## src/shared/mrso_pkg.sv

```systemverilog
package mrso_pkg;

  // ****************************************
  // Widths, reset values and register offsets
  // ****************************************
  localparam int DATA_W = 8;
  localparam int ADDR_W = 8;
  localparam int PC_W = 11;
  localparam int PAGE_W = 3;
  localparam int WORD_W = 16;
  localparam logic [DATA_W-1:0] BYTE_ONES = 8'hff;
  localparam logic [DATA_W-1:0] BYTE_ZERO = 8'h00;
  localparam logic [DATA_W-1:0] WREG_RESET = 8'h00;
  localparam logic [DATA_W-1:0] TABLE_POINTER_RESET = 8'h00;
  localparam logic [DATA_W-1:0] TABLE_READ_HIGH_BYTE_RESET = 8'h00;
  localparam logic [PC_W-1:0] PC_RESET = 11'h000;
  // Avalon-MM word offsets (byte addresses).
  localparam logic [3:0] OFS_CTRL = 4'h0;
  localparam logic [3:0] OFS_OPERAND = 4'h4;
  localparam logic [3:0] OFS_WREG = 4'h8;
  localparam logic [3:0] OFS_STATUS = 4'hc;
  // Control word fields.
  localparam int CTRL_OP_LSB = 0;
  localparam int CTRL_BIT_LSB = 8;
  localparam int CTRL_IMM_LSB = 16;
  localparam int CTRL_GO_BIT = 31;
  // Status word fields.
  localparam int ST_C = 0;
  localparam int ST_Z = 1;
  localparam int ST_AC = 2;
  localparam int ST_OV = 3;
  localparam int ST_BUSY = 4;
  localparam int ST_SKIP = 5;

  // ****************************************
  // Operation codes
  // ****************************************
  typedef enum logic [4:0] {
    OP_NONE = 5'h00,
    OP_RLC = 5'h01,
    OP_RLC_W = 5'h02,
    OP_RR = 5'h03,
    OP_RR_W = 5'h04,
    OP_RRC = 5'h05,
    OP_RRC_W = 5'h06,
    OP_SUBB_W = 5'h07,
    OP_SUBB_M = 5'h08,
    OP_SUB_W = 5'h09,
    OP_SUB_M = 5'h0a,
    OP_SUB_I = 5'h0b,
    OP_DSZ_M = 5'h0c,
    OP_DSZ_W = 5'h0d,
    OP_SETB = 5'h0e,
    OP_SETBIT = 5'h0f,
    OP_ISZ_M = 5'h10,
    OP_ISZ_W = 5'h11,
    OP_SKBS = 5'h12,
    OP_SWAP_M = 5'h13,
    OP_SWAP_W = 5'h14,
    OP_SKZ = 5'h15,
    OP_CPSKZ = 5'h16,
    OP_TBRD = 5'h17,
    OP_SKBC = 5'h18
  } mrso_op_type;

  typedef enum logic [3:0] {
    ST_IDLE = 4'b0001,
    ST_EXEC = 4'b0010,
    ST_TBL = 4'b0100,
    ST_DUMMY = 4'b1000
  } mrso_state_type;

  // Status flags carried together.
  typedef struct packed {
    logic ov;
    logic ac;
    logic z;
    logic c;
  } mrso_flags_type;

  // Data memory access request.
  typedef struct packed {
    logic we;
    logic [ADDR_W-1:0] addr;
    logic [DATA_W-1:0] wdata;
  } mrso_mem_req_type;

endpackage

```

## src/mrso_sub8.sv

```systemverilog
`timescale 1ns/10ps
// Eight-bit subtractor with borrow-style carry and all four flags.
module mrso_sub8 (
  input wire logic [7:0] minuend, // Working register value.
  input wire logic [7:0] subtrahend, // Memory byte or immediate.
  input wire logic carry_in, // Carry; low means borrow one more.
  output logic [7:0] diff, // Difference.
  output mrso_pkg::mrso_flags_type flags // Resulting flags.
);
  logic [8:0] full_sum;
  logic [4:0] low_sum;

  // Subtract as add of complement so carry set means no borrow.
  assign full_sum = {1'b0, minuend} + {1'b0, ~subtrahend} + {8'h00, carry_in};
  assign low_sum = {1'b0, minuend[3:0]} + {1'b0, ~subtrahend[3:0]} + {4'h0, carry_in};
  assign diff = full_sum[7:0];
  assign flags.c = full_sum[8];
  assign flags.ac = low_sum[4];
  assign flags.z = (full_sum[7:0] == 8'h00);
  // Signed overflow when operand signs differ and result sign follows subtrahend.
  assign flags.ov = (minuend[7] ^ subtrahend[7]) & (minuend[7] ^ full_sum[7]);
endmodule // mrso_sub8

```

## src/mrso_core.sv

```systemverilog
`timescale 1ns/10ps
// Execution unit for rotate, subtract, skip, set, swap and table-read operations.
module mrso_core (
  input wire logic core_clk, // Core clock, 250 MHz.
  input wire logic arst_n, // Asynchronous reset, active low.
  input wire logic [3:0] avs_address, // Avalon byte address.
  input wire logic avs_read, // Avalon read strobe.
  input wire logic avs_write, // Avalon write strobe.
  input wire logic [31:0] avs_writedata, // Avalon write data.
  input wire logic [3:0] avs_byteenable, // Avalon byte enables.
  output logic [31:0] avs_readdata, // Avalon read data.
  output logic avs_waitrequest, // Avalon wait request.
  output mrso_pkg::mrso_mem_req_type mem_req, // Data memory request.
  input wire logic [7:0] mem_rdata, // Data memory byte, combinational read.
  output logic [10:0] prog_addr, // Program memory word address.
  output logic prog_rd, // Program memory read strobe.
  input wire logic [15:0] prog_rdata, // Program word, sampled at the edge ending prog_rd.
  output logic [7:0] table_read_high_byte, // Table-high register.
  output logic skip_pulse // One-cycle pulse when a skip is taken.
);

  // ****************************************
  // Architectural state
  // ****************************************
  logic [7:0] working_register_reg;
  logic [7:0] table_pointer_reg;
  logic [7:0] table_read_high_byte_reg;
  logic [10:0] pc_reg;
  mrso_pkg::mrso_flags_type flags_reg;
  mrso_pkg::mrso_state_type state_reg;
  mrso_pkg::mrso_op_type op_reg;
  logic [7:0] maddr_reg;
  logic [2:0] bitsel_reg;
  logic [7:0] imm_reg;
  logic skipped_reg;
  logic waitrequest_reg;
  logic [31:0] readdata_reg;
  mrso_pkg::mrso_mem_req_type mem_req_reg;
  logic prog_rd_reg;
  logic skip_pulse_reg;

  // ****************************************
  // Bus decode
  // ****************************************
  wire bus_req = (avs_read | avs_write) & waitrequest_reg;
  wire idle = (state_reg == mrso_pkg::ST_IDLE);
  wire wr_ctrl = avs_write & (avs_address == mrso_pkg::OFS_CTRL) & avs_byteenable[3];
  wire go = wr_ctrl & avs_writedata[mrso_pkg::CTRL_GO_BIT] & idle;
  wire wr_operand = avs_write & (avs_address == mrso_pkg::OFS_OPERAND) & avs_byteenable[0];
  wire wr_wreg = avs_write & (avs_address == mrso_pkg::OFS_WREG) & avs_byteenable[0];
  wire [7:0] status_bits = {2'b00, skipped_reg, ~idle, flags_reg.ov, flags_reg.ac, flags_reg.z,
    flags_reg.c};
  wire [31:0] rd_mux =
    (avs_address == mrso_pkg::OFS_CTRL) ? {24'h000000, 3'b000, op_reg} :
    (avs_address == mrso_pkg::OFS_OPERAND) ? {8'h00, table_pointer_reg, 5'h00, bitsel_reg,
      maddr_reg} :
    (avs_address == mrso_pkg::OFS_WREG) ? {16'h0000, table_read_high_byte_reg, working_register_reg} :
    (avs_address == mrso_pkg::OFS_STATUS) ? {24'h000000, status_bits} : 32'h00000000;

  // ****************************************
  // Datapath
  // ****************************************
  wire [7:0] m = mem_rdata;
  wire [7:0] bit_mask = 8'h01 << bitsel_reg;
  wire sel_bit = m[bitsel_reg];
  wire [7:0] m_dec = m - 8'h01;
  wire [7:0] m_inc = m + 8'h01;
  wire [7:0] rot_lc = {m[6:0], flags_reg.c};
  wire [7:0] rot_r = {m[0], m[7:1]};
  wire [7:0] rot_rc = {flags_reg.c, m[7:1]};
  wire [7:0] swapped = {m[3:0], m[7:4]};
  wire is_borrow = (op_reg == mrso_pkg::OP_SUBB_W) | (op_reg == mrso_pkg::OP_SUBB_M);
  wire [7:0] sub_operand = (op_reg == mrso_pkg::OP_SUB_I) ? imm_reg : m;
  // plain subtract uses carry-in of one.
  wire sub_cin = is_borrow ? flags_reg.c : 1'b1;
  wire [7:0] sub_diff;
  mrso_pkg::mrso_flags_type sub_flags;

  mrso_sub8 u_sub (
    .minuend(working_register_reg),
    .subtrahend(sub_operand),
    .carry_in(sub_cin),
    .diff(sub_diff),
    .flags(sub_flags)
  );

  // Per-operation results, decided combinationally.
  logic wr_mem;
  logic [7:0] mem_val;
  logic wr_w;
  logic [7:0] w_val;
  logic take_skip;
  mrso_pkg::mrso_flags_type flags_next;

  always_comb begin
    wr_mem = 1'b0;
    mem_val = m;
    wr_w = 1'b0;
    w_val = working_register_reg;
    take_skip = 1'b0;
    flags_next = flags_reg;
    case (op_reg)
      mrso_pkg::OP_RLC: begin
        wr_mem = 1'b1;
        mem_val = rot_lc;
        flags_next.c = m[7];
      end
      mrso_pkg::OP_RLC_W: begin
        wr_w = 1'b1;
        w_val = rot_lc;
        flags_next.c = m[7];
      end
      mrso_pkg::OP_RR: begin
        wr_mem = 1'b1;
        mem_val = rot_r;
      end
      mrso_pkg::OP_RR_W: begin
        wr_w = 1'b1;
        w_val = rot_r;
      end
      mrso_pkg::OP_RRC: begin
        wr_mem = 1'b1;
        mem_val = rot_rc;
        flags_next.c = m[0];
      end
      mrso_pkg::OP_RRC_W: begin
        wr_w = 1'b1;
        w_val = rot_rc;
        flags_next.c = m[0];
      end
      mrso_pkg::OP_SUBB_W, mrso_pkg::OP_SUB_W, mrso_pkg::OP_SUB_I: begin
        wr_w = 1'b1;
        w_val = sub_diff;
        flags_next = sub_flags;
      end
      mrso_pkg::OP_SUBB_M, mrso_pkg::OP_SUB_M: begin
        wr_mem = 1'b1;
        mem_val = sub_diff;
        flags_next = sub_flags;
      end
      mrso_pkg::OP_DSZ_M: begin
        wr_mem = 1'b1;
        mem_val = m_dec;
        take_skip = (m_dec == mrso_pkg::BYTE_ZERO);
      end
      mrso_pkg::OP_DSZ_W: begin
        wr_w = 1'b1;
        w_val = m_dec;
        take_skip = (m_dec == mrso_pkg::BYTE_ZERO);
      end
      mrso_pkg::OP_SETB: begin
        wr_mem = 1'b1;
        mem_val = mrso_pkg::BYTE_ONES;
      end
      mrso_pkg::OP_SETBIT: begin
        wr_mem = 1'b1;
        mem_val = m | bit_mask;
      end
      mrso_pkg::OP_ISZ_M: begin
        wr_mem = 1'b1;
        mem_val = m_inc;
        take_skip = (m_inc == mrso_pkg::BYTE_ZERO);
      end
      mrso_pkg::OP_ISZ_W: begin
        wr_w = 1'b1;
        w_val = m_inc;
        take_skip = (m_inc == mrso_pkg::BYTE_ZERO);
      end
      mrso_pkg::OP_SKBS: begin
        take_skip = sel_bit;
      end
      mrso_pkg::OP_SWAP_M: begin
        wr_mem = 1'b1;
        mem_val = swapped;
      end
      mrso_pkg::OP_SWAP_W: begin
        wr_w = 1'b1;
        w_val = swapped;
      end
      mrso_pkg::OP_SKZ: begin
        take_skip = (m == mrso_pkg::BYTE_ZERO);
      end
      mrso_pkg::OP_CPSKZ: begin
        wr_w = 1'b1;
        w_val = m;
        take_skip = (m == mrso_pkg::BYTE_ZERO);
      end
      mrso_pkg::OP_SKBC: begin
        take_skip = ~sel_bit;
      end
      default: begin
        wr_mem = 1'b0;
      end
    endcase
  end

  // current page is the top bits of the program counter.
  wire [10:0] tbl_addr = {pc_reg[10:8], table_pointer_reg};
  // PC step: two words when the skip is taken, one otherwise.
  wire [10:0] pc_step = take_skip ? 11'h002 : 11'h001;

  // ****************************************
  // Sequencer
  // ****************************************
  always_ff @(posedge core_clk or negedge arst_n) begin
    if (!arst_n) begin
      state_reg <= mrso_pkg::ST_IDLE;
      op_reg <= mrso_pkg::OP_NONE;
      maddr_reg <= 8'h00;
      bitsel_reg <= 3'h0;
      imm_reg <= 8'h00;
      pc_reg <= mrso_pkg::PC_RESET;
      skipped_reg <= 1'b0;
      skip_pulse_reg <= 1'b0;
      prog_rd_reg <= 1'b0;
    end else begin
      skip_pulse_reg <= 1'b0;
      prog_rd_reg <= 1'b0;
      case (state_reg)
        mrso_pkg::ST_IDLE: begin
          if (go) begin
            op_reg <= mrso_pkg::mrso_op_type'(avs_writedata[mrso_pkg::CTRL_OP_LSB +: 5]);
            bitsel_reg <= avs_writedata[mrso_pkg::CTRL_BIT_LSB +: 3];
            imm_reg <= avs_writedata[mrso_pkg::CTRL_IMM_LSB +: 8];
            state_reg <= (avs_writedata[mrso_pkg::CTRL_OP_LSB +: 5] == mrso_pkg::OP_TBRD) ?
              mrso_pkg::ST_TBL : mrso_pkg::ST_EXEC;
            prog_rd_reg <= (avs_writedata[mrso_pkg::CTRL_OP_LSB +: 5] == mrso_pkg::OP_TBRD);
          end
          if (wr_operand) begin
            maddr_reg <= avs_writedata[7:0];
          end
        end
        mrso_pkg::ST_EXEC: begin
          skipped_reg <= take_skip;
          pc_reg <= pc_reg + pc_step;
          skip_pulse_reg <= take_skip;
          // a taken skip spends a dummy cycle.
          state_reg <= take_skip ? mrso_pkg::ST_DUMMY : mrso_pkg::ST_IDLE;
        end
        mrso_pkg::ST_TBL: begin
          skipped_reg <= 1'b0;
          pc_reg <= pc_reg + 11'h001;
          state_reg <= mrso_pkg::ST_IDLE;
        end
        mrso_pkg::ST_DUMMY: begin
          state_reg <= mrso_pkg::ST_IDLE;
        end
        default: begin
          state_reg <= mrso_pkg::ST_IDLE;
        end
      endcase
    end
  end

  // Register updates from execution or software writes.
  always_ff @(posedge core_clk or negedge arst_n) begin
    if (!arst_n) begin
      working_register_reg <= mrso_pkg::WREG_RESET;
      table_pointer_reg <= mrso_pkg::TABLE_POINTER_RESET;
      table_read_high_byte_reg <= mrso_pkg::TABLE_READ_HIGH_BYTE_RESET;
      flags_reg <= '0;
      mem_req_reg <= '0;
    end else begin
      mem_req_reg.we <= 1'b0;
      if (state_reg == mrso_pkg::ST_EXEC) begin
        flags_reg <= flags_next;
        if (wr_w) begin
          working_register_reg <= w_val;
        end
        mem_req_reg <= '{we: wr_mem, addr: maddr_reg, wdata: mem_val};
      end else if (state_reg == mrso_pkg::ST_TBL) begin
        // low byte to memory, high byte to table-high.
        table_read_high_byte_reg <= prog_rdata[15:8];
        mem_req_reg <= '{we: 1'b1, addr: maddr_reg, wdata: prog_rdata[7:0]};
      end else begin
        mem_req_reg.addr <= maddr_reg;
        if (idle & wr_wreg) begin
          working_register_reg <= avs_writedata[7:0];
        end
        if (idle & wr_operand & avs_byteenable[2]) begin
          table_pointer_reg <= avs_writedata[23:16];
        end
      end
    end
  end

  // Bus answers one cycle after the request is seen; wait request stays high otherwise.
  always_ff @(posedge core_clk or negedge arst_n) begin
    if (!arst_n) begin
      waitrequest_reg <= 1'b1;
      readdata_reg <= 32'h00000000;
    end else begin
      waitrequest_reg <= ~bus_req;
      readdata_reg <= rd_mux;
    end
  end

  // ****************************************
  // Outputs
  // ****************************************
  assign avs_readdata = readdata_reg;
  assign avs_waitrequest = waitrequest_reg;
  // Memory address is held so the combinational read returns the operand during EXEC.
  assign mem_req = mem_req_reg;
  assign prog_addr = tbl_addr;
  assign prog_rd = prog_rd_reg;
  assign table_read_high_byte = table_read_high_byte_reg;
  assign skip_pulse = skip_pulse_reg;

endmodule // mrso_core

```

## config.mk

```make
export PLATFORM = sky130hd
export DESIGN_NAME = mrso_core
export DESIGN_NICKNAME = d
export VERILOG_FILES = /design/src/shared/mrso_pkg.sv /design/src/mrso_sub8.sv /design/src/mrso_core.sv
export SDC_FILE = /design/constraint.sdc
export NUM_CORES = 1
export LEC_CHECK = 0
export BUFFER_PORTS_ARGS = -buffer_cell sky130_fd_sc_hd__buf_4
export CAP_MARGIN = 20
export CORE_ASPECT_RATIO = 1.5
export CORE_MARGIN = 4
export CORE_UTILIZATION = 45
export DETAILED_ROUTE_END_ITERATION = 10
export PLACE_DENSITY_LB_ADDON = 0.08
export SLEW_MARGIN = 15
export SYNTH_ARGS = -nofsm -noshare
export SYNTH_HDL_FRONTEND = slang
export SYNTH_SLANG_ARGS = --single-unit
```

## constraint.sdc

```tcl
create_clock -name core_clk -period 6.5 [get_ports core_clk]
set_input_delay 1.3 -clock core_clk [delete_from_list [all_inputs] [get_ports core_clk]]
set_output_delay 1.3 -clock core_clk [all_outputs]
set_load 0.02 [all_outputs]
```

==> impl_results.md <==
* Max incr delay on CP at roughly 0.64 ns
* DR vias at about 6200
* CP Buf/Inv Count at 1
* Routed len/inst at 22.0 um
* Fmax at between 200 and 250 MHz
* Setup TNS at 0 ns
* Worst EP arrival at approximately 4.5 ns
* Io pins at 139
* Worst-margin pin slew at 1.06 ns
* Initial antenna violation count at 0
* Placed cell area at between 7000 and 8000 sq um
* Final Util at 0.548
* Routed Wire Length at ~23000 um
* Pwr Density at around 230 nW/um^2
* Most common cell after layout, fill and taps aside: buf_4
* Status: finished clean
* Number of synthesized register bits at 112
* Synth cell types at between 70 and 80
* Crit-path leading delay family: compound AO/OA/AOI/OAI gates
* CTS Root Cell: clkbuf_16
* DRT Pass-1 Iters at 7
* Pin count of the biggest net entering global routing at 72
* NumNets Final at 903
* Clk_lat worst skew at 0.35 ns
* Grt total ovfl at 0
* Slew headroom at 0.288
* P&R area growth vs syn at 18.0%
* Hold Violations, Final at 0
* Clk pin slew, worst setup/hold paths at 0.08 ns
* Hold_buf cts at 0
* Row count at 54
* First-pass GRT wire length at 34900 um
* Number of setup buffers added after CTS at 0
* Max Cap Viol at 0
* Post-synth EDFFs at 0
* H-tree level count at 3
* GPL Wtd Cong at roughly 0.99
* Finished Cell Area at a little over 8000 sq um
* Worst setup margin at approximately 2.3 ns
* Non-Filler Instances at a little over 1000
* Clock Sinks at between 100 and 150
* Most frequent cells in the layout: buf_4 (130), dfrtp_1 (110), nand2_1 (97), nor2_1 (51), mux2_2 (34)
* Post-CTS Resized at 0
* Sw Ratio at 0.344
* Hpwl dp at around 17000 um
* Share of flip-flops with an asynchronous set or reset at 1.00
* Register area share after synthesis at 0.410
* Pins Over Slew Limit at 0
* Initial core utilization at 0.464
* Max FO, Critical Path at 27
* N_diodes at 0
* CTS tree: done
* Final worst path period share at 0.652
* Mapped Area at roughly 6800 sq um
* Yosys top cell by area: dfrtp_1
* Clk pwr share at 0.292
* Post-Place Worst Slack at approximately 2.1 ns
* Top post-synthesis cells by area: dfrtp_1 (40%), mux2_2 (5.6%), nand2_1 (5.3%)
* Period minus WS final at between 4 and 5 ns
* Warnings from Yosys at 0
* Die Wd at 109 um
* Max reg flops at 24
* Leakage power at around 3.7 nW
* Port-buffer cells at approximately 120
* Number of global-route vias before repair at 6264
* Gr usage total at 0.262
* CP startpoint kind: flop
* Net switching power at approximately 0.64 mW
* CORE AREA at 14700 sq um
* Setup violators final at 0
* Placed Instances at between 1000 and 1500
* Critical Setup Path Class: flop to flop
* Pint at around 1.2 mW
* Ys flop type: dfrtp_1
* Layout cell share with drive strength beyond 1 at 0.250
* CP required at 6.72 ns
* CP endpoint kind: flop
* Die height at between 150 and 200 um
* Die footprint at around 17000 sq um
* 1st-iter DRT viols at ~520
* Reg power frac at 0.427
* CTS Buf Count at 9
* Routed Antenna Nets at 0
* Hold WS at around 0.40 ns
* Tot Pwr at between 1.5 and 2 mW
* RSZ-0062 raised after global routing: false
* DRC at 0
* Gate power share at 0.281
* Maximum clock path buffer count at 2
* Mapped Cells at about 740
* Syn_area_per_cell at between 9 and 10 sq um
* Top cell type's share of synthesized area at 0.402
* Max VDD drop at 0.119 mV
* Crit-path slowest cell: a2111oi_0
* Clock skew at roughly 0.011 ns
* Hold Crit Class: flop to flop
* Cell mode on critical path: fa_1
* Vias per cell at ~6
* CP Cell Sequence: buf_4 -> nand2b_1 -> nor2_2 -> o21ai_0 -> fa_1 -> fa_1 -> xnor2_1 -> a22oi_1 -> o221ai_1 -> a2111oi_0 -> o31ai_1
==> worst reg2reg max path: stages (launching register included) <==
cell	delay, ns
dfrtp_1	0.33
buf_4	0.29
nand2b_1	0.27
nor2_2	0.52
o21ai_0	0.22
fa_1	0.51
fa_1	0.45
xnor2_1	0.19
a22oi_1	0.34
o221ai_1	0.22
a2111oi_0	0.64
o31ai_1	0.14
==> layout make-up <==
type,instances,area (sq um)
clock buffer,9,225
clock inverter,7,72.6
fill,1403,6660
inverter,14,52.6
multi-input combinational,553,3690
sequential,112,2810
tap,196,245
timing repair buffer,130,976
==> power by group through the flow <==
stage	Clock [mW]	Combinational (mW)	Sequential [mW]
5_1_grt	0.585	0.570	0.806
3_5_place_dp	0	0.519	0.811
3_3_place_gp	0	0.513	0.809
6_report	0.546	0.525	0.798
2_1_floorplan	0	0.307	0.823
4_1_cts	0.556	0.522	0.798
==> path summary, 6_finish.rpt <==
kind                                          start  slack, ns                  endpoint  cells after the start
setup / recovery              op_reg[3]$_DFFE_PN0P_       2.26    mem_req[2]$_DFFE_PN0N_                     11
hold / removal             maddr_reg[0]$_DFFE_PN0P_       0.40      mem_req[8]$_DFF_PN0_                      0
setup reg to reg              op_reg[3]$_DFFE_PN0P_       2.26    mem_req[2]$_DFFE_PN0N_                     11
hold reg to reg            maddr_reg[0]$_DFFE_PN0P_       0.40      mem_req[8]$_DFF_PN0_                      0
max in group asynchronous                    arst_n       4.31  flags_reg[0]$_DFFE_PN0P_                      2
min in group asynchronous                    arst_n       0.92    pc_reg[10]$_DFFE_PN0N_                      1
==> layer usage <==
layer | GRT usage | vias to the layer above | wire length (um)
met2 | 0.433 | 257 | 11100
met4 | 0.156 | 0 | 1370
met5 | 0 | - | 0
li1 | - | 2823 | -
met1 | 0.314 | 3051 | 8610
met3 | 0.0458 | 60 | 1420
==> cells by family (layout without fill, tap and decap cells) <==
group | after synthesis | in the layout | share of synthesized area
flip-flops | 112 | 112 | 0.410
AND/OR/NAND/NOR | 293 | 293 | 0.215
other | 1 | 8 | 0.000548
XOR/XNOR | 22 | 22 | 0.0282
adder cells (fa/ha/maj) | 15 | 15 | 0.0307
AO/OA/AOI/OAI | 163 | 163 | 0.171
buffers and inverters | 79 | 160 | 0.0549
multiplexers | 52 | 52 | 0.0896
==> cells in the mapped netlist (3+ instances only) <==
library cell  count
dfrtp_1         110
nand2_1          97
nor2_1           51
clkbuf_1         38
mux2_2           34
nand3_1          27
a21oi_1          25
and3_1           24
o21ai_0          23
o22ai_1          21
nor3_1           18
xnor2_1          17
a22oi_1          15
mux2i_1          14
inv_1            13
buf_2            12
buf_4            12
ha_1             12
nand2b_1         12
and2_1           11
nor2b_1          11
o221ai_1          9
o31ai_1           9
or2_2             8
a211oi_1          7
a31oi_1           6
nand3b_1          6
nand4_1           5
o21a_1            5
xor2_1            5
a2111oi_0         4
a222oi_1          4
mux4_2            4
o2111ai_1         4
or3_1             4
fa_1              3
nor4_1            3
o211ai_1          3
Power figures use the tool's default switching activity.
